--- src/rtl/vsfs_pkg.sv ---
// constants for the video serializer multi-function i/o select block
// assumes one 40 MHz clock and a synchronous active-high reset
//
// Contract
// - six-bit pattern select word; bit 5 low selects standard definition
// - sd word: bit4 ntsc/pal, bits3..2 rate, bits1..0 pattern
// - sd self-test uses only ntsc 4x3 bars and pal 4x3 pll pattern
// - hd self-test uses color bars of the selected raster format
// - each pin takes one six-bit function; bit5 low output, high input
// - output codes 0x15-0x1F carry format, fifo, lock, test and checksum
// - input codes 0x20-0x2F drive control bits and pattern select bits
// - after reset pins carry f, v, h, format4, lock, edh, pass, generator enable
package vsfs_pkg;

  localparam int          NUM_PINS   = 8;
  localparam int          CODE_W     = 6;
  localparam int          REG_ADDR_W = 4;
  localparam int          DATA_W     = 8;

  // function codes
  localparam logic [5:0] FN_FF_ERR     = 6'h01;
  localparam logic [5:0] FN_PKT_ERR    = 6'h02;
  localparam logic [5:0] FN_ANC_ERR    = 6'h03;
  localparam logic [5:0] FN_EDH_ERR    = 6'h04;
  localparam logic [5:0] FN_SAV        = 6'h0D;
  localparam logic [5:0] FN_EAV        = 6'h0E;
  localparam logic [5:0] FN_PROT       = 6'h0F;
  localparam logic [5:0] FN_FIELD      = 6'h12;
  localparam logic [5:0] FN_VBLANK     = 6'h13;
  localparam logic [5:0] FN_HBLANK     = 6'h14;
  localparam logic [5:0] FN_FORMAT0    = 6'h15;
  localparam logic [5:0] FN_FORMAT4    = 6'h19;
  localparam logic [5:0] FN_FIFO_FULL  = 6'h1A;
  localparam logic [5:0] FN_FIFO_EMPTY = 6'h1B;
  localparam logic [5:0] FN_LOCK       = 6'h1C;
  localparam logic [5:0] FN_PASS_FAIL  = 6'h1D;
  localparam logic [5:0] FN_OVERRUN    = 6'h1E;
  localparam logic [5:0] FN_CKSUM_ERR  = 6'h1F;
  localparam logic [5:0] FN_IN_BASE    = 6'h20;
  localparam logic [5:0] FN_PGEN       = 6'h28;

  // which codes are real functions
  localparam logic [31:0] OUT_VALID = 32'hFFFC_E01E;
  localparam logic [15:0] IN_VALID  = 16'hB5FF;

  // input function index, code minus 0x20
  localparam int IN_FORCE  = 0;
  localparam int IN_PAT0   = 1;
  localparam int IN_EDH_EN = 7;
  localparam int IN_PGEN   = 8;
  localparam int IN_CKSUM  = 10;
  localparam int IN_FILTER = 12;
  localparam int IN_DITHER = 13;
  localparam int IN_FINS   = 15;

  // pattern word fields
  localparam int          PAT_HD   = 5;
  localparam int          PAT_PAL  = 4;
  localparam logic [1:0]  RATE_BAD = 2'h3;
  localparam logic [1:0]  PAT_BARS = 2'h3;
  localparam logic [5:0]  BIST_NTSC_BARS = 6'h03;
  localparam logic [5:0]  BIST_PAL_PLL   = 6'h11;

  // power-on pin assignment, pin 7 down to pin 0
  localparam logic [7:0][5:0] PIN_DEFAULT = {
    FN_PGEN, FN_PASS_FAIL, FN_EDH_ERR, FN_LOCK,
    FN_FORMAT4, FN_HBLANK, FN_VBLANK, FN_FIELD};

  // register map, one register per address
  localparam logic [3:0] REG_SEL0    = 4'h0;
  localparam logic [3:0] REG_SEL7    = 4'h7;
  localparam logic [3:0] REG_STATUS  = 4'h8;
  localparam logic [3:0] REG_MASK    = 4'h9;
  localparam logic [3:0] REG_CTRL    = 4'hA;
  localparam logic [3:0] REG_PATTERN = 4'hB;

  // interrupt event bits
  localparam int EV_LOCK_LOST = 6;
  localparam int EV_PAT_CHG   = 7;

endpackage

--- src/rtl/vsfs_sync.sv ---
// two flip-flop synchroniser for one pin level
// assumes the pin is asynchronous to i_mclk
`timescale 1ns/1ps
module vsfs_sync (
  input  wire logic i_mclk,
  input  wire logic i_reset,
  input  wire logic i_async,
  output logic      o_sync
);

  typedef struct packed {
    logic meta;
    logic sync;
  } vsfs_sync_t;

  vsfs_sync_t s;
  vsfs_sync_t next_s;

  // first stage feeds only the second
  always_comb begin
    next_s      = s;
    next_s.meta = i_async;
    next_s.sync = s.meta;
    if (i_reset) begin
      next_s = '0;
    end
  end

  // state register
  always_ff @(posedge i_mclk) begin
    s <= next_s;
  end

  assign o_sync = s.sync;

endmodule // vsfs_sync

--- src/rtl/vsfs_top.sv ---
// multi-function i/o pin select for a serial video serializer
// assumes status inputs come from logic on i_mclk; pins are asynchronous
`timescale 1ns/1ps
module vsfs_top (
  input  wire logic       i_mclk,
  input  wire logic       i_reset,
  input  wire logic [3:0] i_addr,
  input  wire logic [7:0] i_wdata,
  input  wire logic       i_wr,
  input  wire logic       i_rd,
  output logic      [7:0] o_rdata,
  output logic            o_irq,
  input  wire logic       i_fifo_full_flag_error,
  input  wire logic       i_packet_flag_error,
  input  wire logic       i_anc_flag_error,
  input  wire logic       i_edh_error,
  input  wire logic       i_sav,
  input  wire logic       i_eav,
  input  wire logic       i_protection_bit_flag,
  input  wire logic       i_field,
  input  wire logic       i_vblank,
  input  wire logic       i_hblank,
  input  wire logic [4:0] i_format,
  input  wire logic       i_fifo_full,
  input  wire logic       i_fifo_empty,
  input  wire logic       i_lock_detect,
  input  wire logic       i_pass_fail,
  input  wire logic       i_fifo_overrun,
  input  wire logic       i_anc_checksum_error,
  input  wire logic       i_self_test,
  input  wire logic [7:0] i_io_pin,
  output logic      [7:0] o_io_out,
  output logic      [7:0] o_io_oe,
  output logic            o_force_error_check_words,
  output logic            o_edh_enable,
  output logic            o_pattern_generator_enable,
  output logic            o_checksum_attach,
  output logic            o_pattern_filter_enable,
  output logic            o_dither_enable,
  output logic            o_fifo_insert_enable,
  output logic      [5:0] o_pattern_select,
  output logic      [5:0] o_active_pattern,
  output logic            o_hd,
  output logic            o_sd_pal,
  output logic      [1:0] o_sd_rate,
  output logic      [1:0] o_sd_pattern,
  output logic            o_rate_invalid
);

  typedef struct packed {
    logic [7:0][5:0] sel;
    logic [7:0]      status;
    logic [7:0]      mask;
    logic [7:0]      rdata;
    logic [7:0]      io_out;
    logic [7:0]      io_oe;
    logic [15:0]     ctrl;
    logic [5:0]      active;
    logic            hd;
    logic            sd_pal;
    logic [1:0]      sd_rate;
    logic [1:0]      sd_pattern;
    logic            rate_invalid;
    logic [6:0]      prev_lvl;
    logic [5:0]      prev_word;
    logic            irq;
  } vsfs_state_t;

  vsfs_state_t s;
  vsfs_state_t next_s;
  logic [7:0]  pin_sync;
  logic [31:0] stat_vec;
  logic [15:0] in_vec;
  logic [5:0]  word;
  logic [7:0]  ev_lvl;
  logic [7:0]  ev_set;

  // code names a real output function
  function automatic logic is_out(input logic [5:0] code);
    return !code[5] && vsfs_pkg::OUT_VALID[code[4:0]];
  endfunction

  // code names a real input function
  function automatic logic is_in(input logic [5:0] code);
    return code[5] && !code[4] && vsfs_pkg::IN_VALID[code[3:0]];
  endfunction

  // every pin passes two flops before use
  genvar gi;
  generate
    for (gi = 0; gi < vsfs_pkg::NUM_PINS; gi++) begin : g_pin
      vsfs_sync u_sync (
        .i_mclk  (i_mclk),
        .i_reset (i_reset),
        .i_async (i_io_pin[gi]),
        .o_sync  (pin_sync[gi])
      );
    end
  endgenerate

  // status sources indexed by output code
  always_comb begin
    stat_vec        = '0;
    stat_vec[1]     = i_fifo_full_flag_error;
    stat_vec[2]     = i_packet_flag_error;
    stat_vec[3]     = i_anc_flag_error;
    stat_vec[4]     = i_edh_error;
    stat_vec[13]    = i_sav;
    stat_vec[14]    = i_eav;
    stat_vec[15]    = i_protection_bit_flag;
    stat_vec[18]    = i_field;
    stat_vec[19]    = i_vblank;
    stat_vec[20]    = i_hblank;
    stat_vec[25:21] = i_format;
    stat_vec[26]    = i_fifo_full;
    stat_vec[27]    = i_fifo_empty;
    stat_vec[28]    = i_lock_detect;
    stat_vec[29]    = i_pass_fail;
    stat_vec[30]    = i_fifo_overrun;
    stat_vec[31]    = i_anc_checksum_error;
  end

  // input functions gathered from pins; unassigned ones read low
  always_comb begin
    in_vec = '0;
    for (int p = 0; p < vsfs_pkg::NUM_PINS; p++) begin
      if (is_in(s.sel[p])) begin
        in_vec[s.sel[p][3:0]] = in_vec[s.sel[p][3:0]] | pin_sync[p];
      end
    end
    word = in_vec[vsfs_pkg::IN_PAT0 +: vsfs_pkg::CODE_W];
  end

  // interrupt event levels
  always_comb begin
    ev_lvl                        = '0;
    ev_lvl[0]                     = i_fifo_full_flag_error;
    ev_lvl[1]                     = i_packet_flag_error;
    ev_lvl[2]                     = i_anc_flag_error;
    ev_lvl[3]                     = i_edh_error;
    ev_lvl[4]                     = i_fifo_overrun;
    ev_lvl[5]                     = i_anc_checksum_error;
    ev_lvl[vsfs_pkg::EV_LOCK_LOST] = !i_lock_detect;
    ev_set[6:0] = ev_lvl[6:0] & ~s.prev_lvl;
    ev_set[vsfs_pkg::EV_PAT_CHG]  = word != s.prev_word;
  end

  // next state
  always_comb begin
    next_s = s;
    // pin drivers
    for (int p = 0; p < vsfs_pkg::NUM_PINS; p++) begin
      next_s.io_oe[p] = is_out(s.sel[p]);
      // selected status source onto pin, low for non-output codes
      next_s.io_out[p] = is_out(s.sel[p]) && stat_vec[s.sel[p][4:0]];
    end
    next_s.ctrl = in_vec;
    next_s.hd = word[vsfs_pkg::PAT_HD];
    next_s.sd_pal       = !word[vsfs_pkg::PAT_HD] && word[vsfs_pkg::PAT_PAL];
    next_s.sd_rate      = word[vsfs_pkg::PAT_HD] ? 2'h0 : word[3:2];
    next_s.sd_pattern   = word[vsfs_pkg::PAT_HD] ? 2'h0 : word[1:0];
    next_s.rate_invalid = !word[vsfs_pkg::PAT_HD] &&
                          (word[3:2] == vsfs_pkg::RATE_BAD);
    if (!i_self_test) begin
      next_s.active = word;
    end else if (word[vsfs_pkg::PAT_HD]) begin
      next_s.active = {word[5:2], vsfs_pkg::PAT_BARS};
    end else begin
      next_s.active = word[vsfs_pkg::PAT_PAL] ? vsfs_pkg::BIST_PAL_PLL :
                                                vsfs_pkg::BIST_NTSC_BARS;
    end
    // sticky status, set wins over clear
    next_s.prev_lvl  = ev_lvl[6:0];
    next_s.prev_word = word;
    next_s.status    = s.status | ev_set;
    // register writes
    if (i_wr) begin
      if (i_addr <= vsfs_pkg::REG_SEL7) begin
        next_s.sel[i_addr[2:0]] = i_wdata[5:0];
      end else if (i_addr == vsfs_pkg::REG_STATUS) begin
        next_s.status = (s.status & ~i_wdata) | ev_set;
      end else if (i_addr == vsfs_pkg::REG_MASK) begin
        next_s.mask = i_wdata;
      end
    end
    // read data stand for one cycle only
    next_s.rdata = '0;
    if (i_rd) begin
      case (i_addr)
        vsfs_pkg::REG_STATUS:  next_s.rdata = s.status;
        vsfs_pkg::REG_MASK:    next_s.rdata = s.mask;
        vsfs_pkg::REG_CTRL:    next_s.rdata = {s.ctrl[15], s.ctrl[13:12],
                                               s.ctrl[10], s.ctrl[8:7],
                                               s.ctrl[0], s.rate_invalid};
        vsfs_pkg::REG_PATTERN: next_s.rdata = {s.hd, 1'b0, s.active};
        default: begin
          if (i_addr <= vsfs_pkg::REG_SEL7) begin
            next_s.rdata = {2'h0, s.sel[i_addr[2:0]]};
          end
        end
      endcase
    end
    next_s.irq = |(next_s.status & next_s.mask);
    if (i_reset) begin
      next_s     = '0;
      next_s.sel = vsfs_pkg::PIN_DEFAULT;
      // lock starts out lost, so no false lock event after reset
      next_s.prev_lvl[vsfs_pkg::EV_LOCK_LOST] = 1'b1;
    end
  end

  // state register
  always_ff @(posedge i_mclk) begin
    s <= next_s;
  end

  // outputs straight from state
  assign o_rdata                    = s.rdata;
  assign o_irq                      = s.irq;
  assign o_io_out                   = s.io_out;
  assign o_io_oe                    = s.io_oe;
  assign o_force_error_check_words  = s.ctrl[vsfs_pkg::IN_FORCE];
  assign o_edh_enable               = s.ctrl[vsfs_pkg::IN_EDH_EN];
  assign o_pattern_generator_enable = s.ctrl[vsfs_pkg::IN_PGEN];
  assign o_checksum_attach          = s.ctrl[vsfs_pkg::IN_CKSUM];
  assign o_pattern_filter_enable    = s.ctrl[vsfs_pkg::IN_FILTER];
  assign o_dither_enable            = s.ctrl[vsfs_pkg::IN_DITHER];
  assign o_fifo_insert_enable       = s.ctrl[vsfs_pkg::IN_FINS];
  assign o_pattern_select           = s.ctrl[vsfs_pkg::IN_PAT0 +: 6];
  assign o_active_pattern           = s.active;
  assign o_hd                       = s.hd;
  assign o_sd_pal                   = s.sd_pal;
  assign o_sd_rate                  = s.sd_rate;
  assign o_sd_pattern               = s.sd_pattern;
  assign o_rate_invalid             = s.rate_invalid;

  logic pgen_any;
  always_comb begin
    pgen_any = 1'b0;
    for (int p = 0; p < vsfs_pkg::NUM_PINS; p++) begin
      pgen_any = pgen_any | (s.sel[p] == vsfs_pkg::FN_PGEN);
    end
  end
endmodule // vsfs_top

--- config.mk ---
export PLATFORM = sky130hd
export DESIGN_NAME = vsfs_top
export DESIGN_NICKNAME = d
export VERILOG_FILES = /design/src/rtl/vsfs_pkg.sv /design/src/rtl/vsfs_sync.sv /design/src/rtl/vsfs_top.sv
export SDC_FILE = /design/constraint.sdc
export NUM_CORES = 1
export LEC_CHECK = 0
export ABC_AREA = 1
export BUFFER_PORTS_ARGS = -buffer_cell sky130_fd_sc_hd__buf_2
export CORE_ASPECT_RATIO = 0.8
export CORE_UTILIZATION = 30
export CTS_CLUSTER_DIAMETER = 200
export DETAILED_ROUTE_END_ITERATION = 8
export SLEW_MARGIN = 20
export SYNTH_ARGS = -nofsm -noshare
export SYNTH_HDL_FRONTEND = slang
export SYNTH_SLANG_ARGS = --single-unit
--- constraint.sdc ---
create_clock -name i_mclk -period 9.9 [get_ports i_mclk]
set_input_delay 0.495 -clock i_mclk [delete_from_list [all_inputs] [get_ports i_mclk]]
set_output_delay 0.495 -clock i_mclk [all_outputs]
set_load 0.005 [all_outputs]
Yosys cells after proc, flatten, opt, wreduce, memory -nomap -nowiden. Memories as Yosys holds them, arrays and structs flattened. A register that Yosys moved wholly into a read port is not among the register bits. Index checks and enable logic that the tools add are counted.

Output and inout port bits: 51. Bits of input ports: 46. Bits in read-only memories: 400. Flip-flop bits (word level): 147. Logic and storage cells: 298. Memories: 17.

Bitwise logic cells: 17. Multiplexer cells: 127. Magnitude comparators: 27. Equality and inequality tests: 6. Reductions and logical operators: 65.

Memories: (name not given) (words 32, bits a word 1, read ports 1, clocked after Yosys merged registers in 1, write ports 0, line vsfs_top.sv:80) `return !code[5] && vsfs_pkg::OUT_VALID[code[4:0]];`; (name not given) (words 32, bits a word 1, read ports 1, clocked after Yosys merged registers in 1, write ports 0, line vsfs_top.sv:80); (name not given) (words 32, bits a word 1, read ports 1, clocked after Yosys merged registers in 1, write ports 0, line vsfs_top.sv:80); (name not given) (words 32, bits a word 1, read ports 1, clocked after Yosys merged registers in 1, write ports 0, line vsfs_top.sv:80); (name not given) (words 32, bits a word 1, read ports 1, clocked after Yosys merged registers in 1, write ports 0, line vsfs_top.sv:80); (name not given) (words 32, bits a word 1, read ports 1, clocked after Yosys merged registers in 1, write ports 0, line vsfs_top.sv:80); +11 memories.

Operators with widths (count): 16-bit 2-to-1 mux (10); 16-bit bitwise mux (7); 5-bit 2-to-1 mux (17); 4-bit 2-to-1 mux (18); 48-bit bitwise mux (1); 5-bit by 6-bit less-than comparator with 1-bit output (second input constant) (8); 1-bit logical AND (43); 1-bit binary-select mux with 5-bit select (8); 4-bit by 5-bit less-than comparator with 1-bit output (second input constant) (8); 1-bit 2-to-1 mux (40); 1-bit demux with 4-bit select (8); 4-bit by 1-bit >= comparator with 1-bit output (second input constant) (8); 8-bit case mux with 4 select lines (1); 6-bit 2-to-1 mux (5); 1-bit binary-select mux with 4-bit select (7); 8-bit 2-to-1 mux (3); 6-bit binary-select mux with 3-bit select (1); 6-bit demux with 3-bit select (1); 1-bit zero test (18); 16-bit bitwise AND (1); 8-bit bitwise AND (2); 4-bit equality test (second input constant) (4); 8-bit bitwise OR (2); 8-bit inverter (1); other kinds (12) (20).

Logic depth before layout (Yosys ltp).
Depth after elaboration: 48. Gate-level depth with buffers: 66. Mapped depth without buffers: 64.

Hierarchy. Synthesis repeated with hierarchy kept, for this count alone.

Cell total of the unflattened synthesis: 1846. Area, all modules: 11130.7 µm².

Modules (own cells, without submodules): vsfs_top (area an instance 10690.3 µm², instances 1, cells an instance 1798, sequential area each 2702.6 µm²); vsfs_sync (area an instance 55.1 µm², instances 8, cells an instance 6, sequential area each 40.0 µm²).

Least setup slack after synthesis. No wires, ideal clock.

Kind: reg-to-reg. Start point: reg s[84] in the netlist's numbering. End point: reg s, in the netlist o_irq. Data required time: 9788 ps. Setup time: 112 ps. Slack: 3892 ps. Data arrival time: 5896 ps. Cell stages (with the launch flop): 63. Clock period less this slack: 6008 ps. Buffers on the path: 7. Cells stage by stage: dfxtp_1 > inv_2 > nand2_1 > nor2_1 > nand2_1 > inv_2 > nand3_1 > nand2_1 > nor2_1 > nor2_1 > nor2_4 > buf_4 > nand3_1 > nand3_1 > nand2_1 > o21ai_1 > nand2_1 > nor2_4 > [27 not listed] > nor2_4 > buf_6 > nand3_1 > nand3_1 > nand2_1 > o21ai_1 > nand3_1 > nor2_2 > buf_4 > nand2_2 > nand2_1 > nand2_1 > nand2_1 > nand2_1 > nor2_1 > nand2_1 > nand2_1 > nand2_1.

Cells in the longest elaborated chain, start to end: 48. Elaborated cells on any way between the ends: 50. Classes of those cells: order compare (2); eq/ne (1); mux (34); bitwise (11); reduce/logical (2).

Ends and longest elaborated chain: start: declaration (line vsfs_top.sv:69) `vsfs_state_t s;`; start signal: assignment (line vsfs_top.sv:214) `s <= next_s;`; 4-bit by 5-bit less-than comparator with 1-bit output (not written as such) / 4-bit by 1-bit >= comparator with 1-bit output (equally long branches) (line vsfs_top.sv:128) `in_vec[s.sel[p][3:0]] = in_vec[s.sel[p][3:0]] | pin_sync[p];`; 1-bit logical AND (not written as such) (line vsfs_top.sv:128); 1-bit 2-to-1 mux (not written as such) (line vsfs_top.sv:128); 1-bit demux with 4-bit select (*) (line vsfs_top.sv:128); 16-bit bitwise AND (no line) (*); 16-bit 2-to-1 mux (*) (line vsfs_top.sv:127) `if (is_in(s.sel[p])) begin`; 1-bit binary-select mux with 4-bit select (line vsfs_top.sv:128); 1-bit 2-to-1 mux (not written as such) (line vsfs_top.sv:128); [32 not listed]; 16-bit 2-to-1 mux (*) (line vsfs_top.sv:127); 6-bit inequality test (*) (line vsfs_top.sv:145) `ev_set[vsfs_pkg::EV_PAT_CHG] = word != s.prev_word;`; 8-bit bitwise OR, on equally long branches (line vsfs_top.sv:175, vsfs_top.sv:181); 8-bit 2-to-1 mux (line vsfs_top.sv:180) `end else if (i_addr == vsfs_pkg::REG_STATUS) begin`; 16-bit 2-to-1 mux (line vsfs_top.sv:178) `if (i_addr <= vsfs_pkg::REG_SEL7) begin`; 16-bit 2-to-1 mux (*) (line vsfs_top.sv:177) `if (i_wr) begin`; 8-bit bitwise AND (*) (line vsfs_top.sv:203) `next_s.irq = |(next_s.status & next_s.mask);`; 8-bit OR reduction (*) (line vsfs_top.sv:203).

Mark *: on every way between the ends. The rest lies on a longest branch, timed or not. The select of a mux whose other input is x is not followed. A chain may end at the register's enable or synchronous reset.

Worst setup path in the final report.
Start point: reg s[90] in the netlist's numbering. End point: reg s, in the netlist o_irq.

Cells in the longest elaborated chain, start to end: 43. Elaborated cells on any way between the ends: 48. Classes of those cells: order compare (2); eq/ne (1); mux (33); bitwise (10); reduce/logical (2).

Ends and longest elaborated chain (line): 4-bit by 5-bit less-than comparator with 1-bit output (not written as such) / 4-bit by 1-bit >= comparator with 1-bit output (equally long branches) (vsfs_top.sv:128); 1-bit logical AND (not written as such) (vsfs_top.sv:128); 1-bit 2-to-1 mux (not written as such) (vsfs_top.sv:128); 1-bit demux with 4-bit select (vsfs_top.sv:128); 16-bit bitwise mux (*) (vsfs_top.sv:128); 16-bit 2-to-1 mux (*) (vsfs_top.sv:127); 1-bit binary-select mux with 4-bit select (vsfs_top.sv:128); 1-bit 2-to-1 mux (not written as such) (vsfs_top.sv:128); [27 not listed]; 16-bit 2-to-1 mux (*) (vsfs_top.sv:127); 6-bit inequality test (*) (vsfs_top.sv:145); 8-bit bitwise OR, on equally long branches (vsfs_top.sv:175, vsfs_top.sv:181); 8-bit 2-to-1 mux (vsfs_top.sv:180); 16-bit 2-to-1 mux (vsfs_top.sv:178); 16-bit 2-to-1 mux (*) (vsfs_top.sv:177); 8-bit bitwise AND (*) (vsfs_top.sv:203); 8-bit OR reduction (*) (vsfs_top.sv:203).

Marks and branches as above.

==> summary.md <==
The run finished with clean final reports. The number of buffers inserted by post-CTS setup repair was 0; the max-cap check violation count was 0. Counting instances, the worst hold path has a depth of 3. 97 I/O pins were placed. Global routing used 23.3% of the available tracks across all layers. In this run the power density over the cells is 117 nW/um^2. The logs give 2382 for the count of placed standard cells in the final layout, fillers left out and 4020 for the fill cell instance count of the final layout.

The leakage power is 5.06 nW. The path with the worst hold slack has its endpoint at g_pin[1].u_sync.s[1]. Setup repair after global routing left no endpoint under its margin.

The first global-routing pass estimated 68200 microns of wire. The detailed-route vias per instance is 5.52. In this run the deepest clock path goes through 2 buffers. In the routed design, unresolved DRC markers number 0.

For the final routed database, the setup TNS stands at 0 ns. The delay contributed by the slowest stage of the critical path is 0.45 ns, and the async set-reset flop share out of synthesis is 0%. STA puts the critical path data arrival time at 8.48 ns. Detailed placement finished with a half-perimeter wire length of 34700 microns.

At the pin with the least slew margin, the transition time is 0.822 ns. The critical setup path kind was reg -> reg. The source-to-sink clock delay at the later pin of the worst-skew pair was 0.44 ns. The tools report the worst relative slew slack as 43.8%. The worst flop-to-flop path startpoint is s[90].

Dividing the synthesized area by the synthesized cell count gives 6.01 sq um. Across all setup checks in the final design, the least slack found is 1.75 ns. The global routing usage on met3 is 5.55%. The run gives 13144 as the via count of the routed design. The final hold violation count was 0; the initial antenna violation count was 0.

The share of the Yosys chip area taken by registers is 27.1%. The routed design could run at a clock period as short as 8.15 ns. Synthesis inferred 151 register bits. For flop-to-flop paths, the worst setup slack is 1.75 ns. Entering global routing, the biggest net connects 44 pins.

0 antenna diodes ended up in the layout. The growth of design area from synthesis to finish was 10.1%; the total setup violations reported at the end of the flow was 0. During placement, the flow inserted port buffers numbering 96. STA classifies the critical path endpoint as a register.

In the layout the commonest cells are nor2_1 (341), nand2_1 (307), inv_1 (231), nand3_1 (213), o21ai_0 (175). The worst setup path is launched from a register. The maximum achievable frequency came out at 0.123 GHz. Leaving out fill and tap cells, the most frequent cell in the layout is nor2_1. The post-route fraction of the period consumed by the critical path works out to 82.3%. The most numerous cell type found on the critical path is nand2_1. The met1 track utilization from global routing was 35.2%. Measured in cells, the most critical reg-to-reg path has a length of 56.

Floorplan die width: 217 microns. The die covers 37900 sq um. The fraction of met2 tracks used by global routing came out at 32.2%.

The startpoint of the tightest hold check path was i_io_pin[1]. TritonCTS built the clock tree. The total overflow left after global routing is 0. The count of flip-flops with a built-in enable after synthesis is 0. For the mapped cell area, the log shows 11100 sq um. The logs give 36200 sq um for the area of the core region and 4 for the CTS H-tree depth.

Once the clock tree was built, the resizer swapped 0 gates to a different size. The number of routed nets with antenna violations is 0, and the largest fanout on the critical path is 16. The warning count from the yosys run was 0. Most used routing layer: met1. The largest individual stage delay along the critical path comes from the cell nor2_2. The pre-antenna-repair detailed-routing pass consisted of 8 iterations. The number of distinct library cells after synthesis is 46, and the routability-driven placement congestion ratio is 0.935. Data on the critical path is required at its endpoint by 10.23 ns. After the first detailed-routing iteration, the DRC count stood at 1718.

The worst hold slack across all endpoints came out at 0.253 ns. In this run the critical register-to-register path is captured at o_irq. Once the floorplan was initialized, standard cells occupied 30.7% of the core. The total clock sinks came out at 151.

The class of the tightest hold or removal check is in -> reg. Hold repair after CTS inserted 0 buffers. The layout cell share with drive strength beyond 1 was 8.94%; the overall die height was 174 microns. The aggregate routed wire length is 44800 microns.

Before CTS, the worst setup slack after placement is 1.93 ns. Buffers inserted during clock tree synthesis total 17. The average wire length per cell after detail routing was 18.8 microns. Total count of max-transition violations in the final report: 0.

The final layout contains 1943 nets. The predominant post-synthesis flop cell is dfxtp_1. For the number of global-route vias before repair, the log shows 11614. Cells fill 33.9% of the core in the end.

The floorplan has 62 rows. When the netlist entered floorplanning its net count stood at 1909. After detailed placement, the design holds a cell count of 2350. The clock-pin slew of the registers on the worst-case setup and hold paths came out at 0.06 ns.

VDD sags by at most 0.105 mV. For the number of standard cells after synthesis, the log shows 1855. The clock arrives with 0.00880 ns of skew.

The root cell of the clock tree was clkbuf_16.
-- how the worst max path moves through the flow --
stage,to,cells past startpoint,from,slack [ns]
after floorplan,o_irq,62,s[84],3.89
after global placement,o_irq,57,s[84],2.04
after detailed placement,o_irq,58,s[84],1.93
after CTS,o_irq,58,s[84],1.93
after global routing,o_irq,57,s[84],0.57
final,o_irq,56,s[90],1.75
-- critical path: cells and delay by family, from the launching register on --
| kind | cells | cell delay [ns] |
|---|---|---|
| DFF | 1 | 0.40 |
| and+or+nand+nor | 47 | 6.56 |
| buffers and inverters | 6 | 0.72 |
| AOI/OAI and AO/OA | 3 | 0.34 |
-- cell type report --
| cell class | count | area, sq um | share of cell area [%] |
|---|---|---|---|
| well taps | 480 | 601 | 4.90 |
| clock inverters | 10 | 70.1 | 0.571 |
| flip-flops and latches | 151 | 3020 | 24.6 |
| inverters | 248 | 931 | 7.59 |
| repair buffers | 99 | 503 | 4.10 |
| clock buffers | 22 | 484 | 3.95 |
| multi-input cells | 1372 | 6650 | 54.2 |
-- kinds of logic after synthesis --
kind of cell / Yosys count / synth area share [%]
buffers and inverters: 332 / 13.1
adders and majority gates: 8 / 0.899
AOI/OAI and AO/OA: 408 / 22.0
and+or+nand+nor: 952 / 36.5
xor gates and xnor gates: 4 / 0.315
DFF: 151 / 27.1
-- layer usage --
metal  vias up  share of wire [%]
met1      6032                 47
li1       6257                  -
met3        84                 12
met5         -                  0
met4         0                2.0
met2       771                 40
-- report_power, final --
part           leakage (nW)  internal, mW  total (mW)  switching [mW]
combinational          3.56        0.0467       0.174           0.127
sequential             1.23         0.628       0.641          0.0126
clock                 0.261         0.346       0.617           0.271
-- synthesized netlist by cell type (3+ instances only) --
master | count | area share [%]
nor2_2 | 5 | 0.28
a31oi_1 | 3 | 0.17
nand2_2 | 3 | 0.17
buf_6 | 5 | 0.51
o221ai_1 | 25 | 2.0
nor4_1 | 3 | 0.17
dfxtp_1 | 151 | 27
xnor2_1 | 3 | 0.24
a311oi_1 | 6 | 0.47
and2_1 | 7 | 0.39
o21ai_1 | 20 | 0.90
clkinv_1 | 8 | 0.27
buf_4 | 48 | 3.2
a21oi_1 | 75 | 3.4
nor3_1 | 42 | 1.9
a221oi_1 | 21 | 1.7
nand3_1 | 213 | 9.6
nand4_1 | 10 | 0.56
o22ai_1 | 30 | 1.7
clkbuf_1 | 24 | 0.81
o21a_1 | 5 | 0.34
inv_2 | 9 | 0.30
o21ai_0 | 175 | 7.9
ha_1 | 8 | 0.90
or2_2 | 8 | 0.45
inv_1 | 231 | 7.8
buf_1 | 7 | 0.24
nand3_2 | 4 | 0.36
nand2_1 | 307 | 10
a32o_1 | 3 | 0.27
nor2_1 | 341 | 11
a22oi_1 | 14 | 0.94
o2111ai_1 | 8 | 0.63
o211ai_1 | 10 | 0.67
nor2_4 | 8 | 0.81
-- metrics by stage --
stage	cell area [sq um]	power (mW)
after floorplan	11100	0.757
after global placement	11700	0.822
after detailed placement	11700	0.823
after CTS	12300	1.44
after global routing	12300	1.48
final	12300	1.43
(Power assumes the default switching activity.)
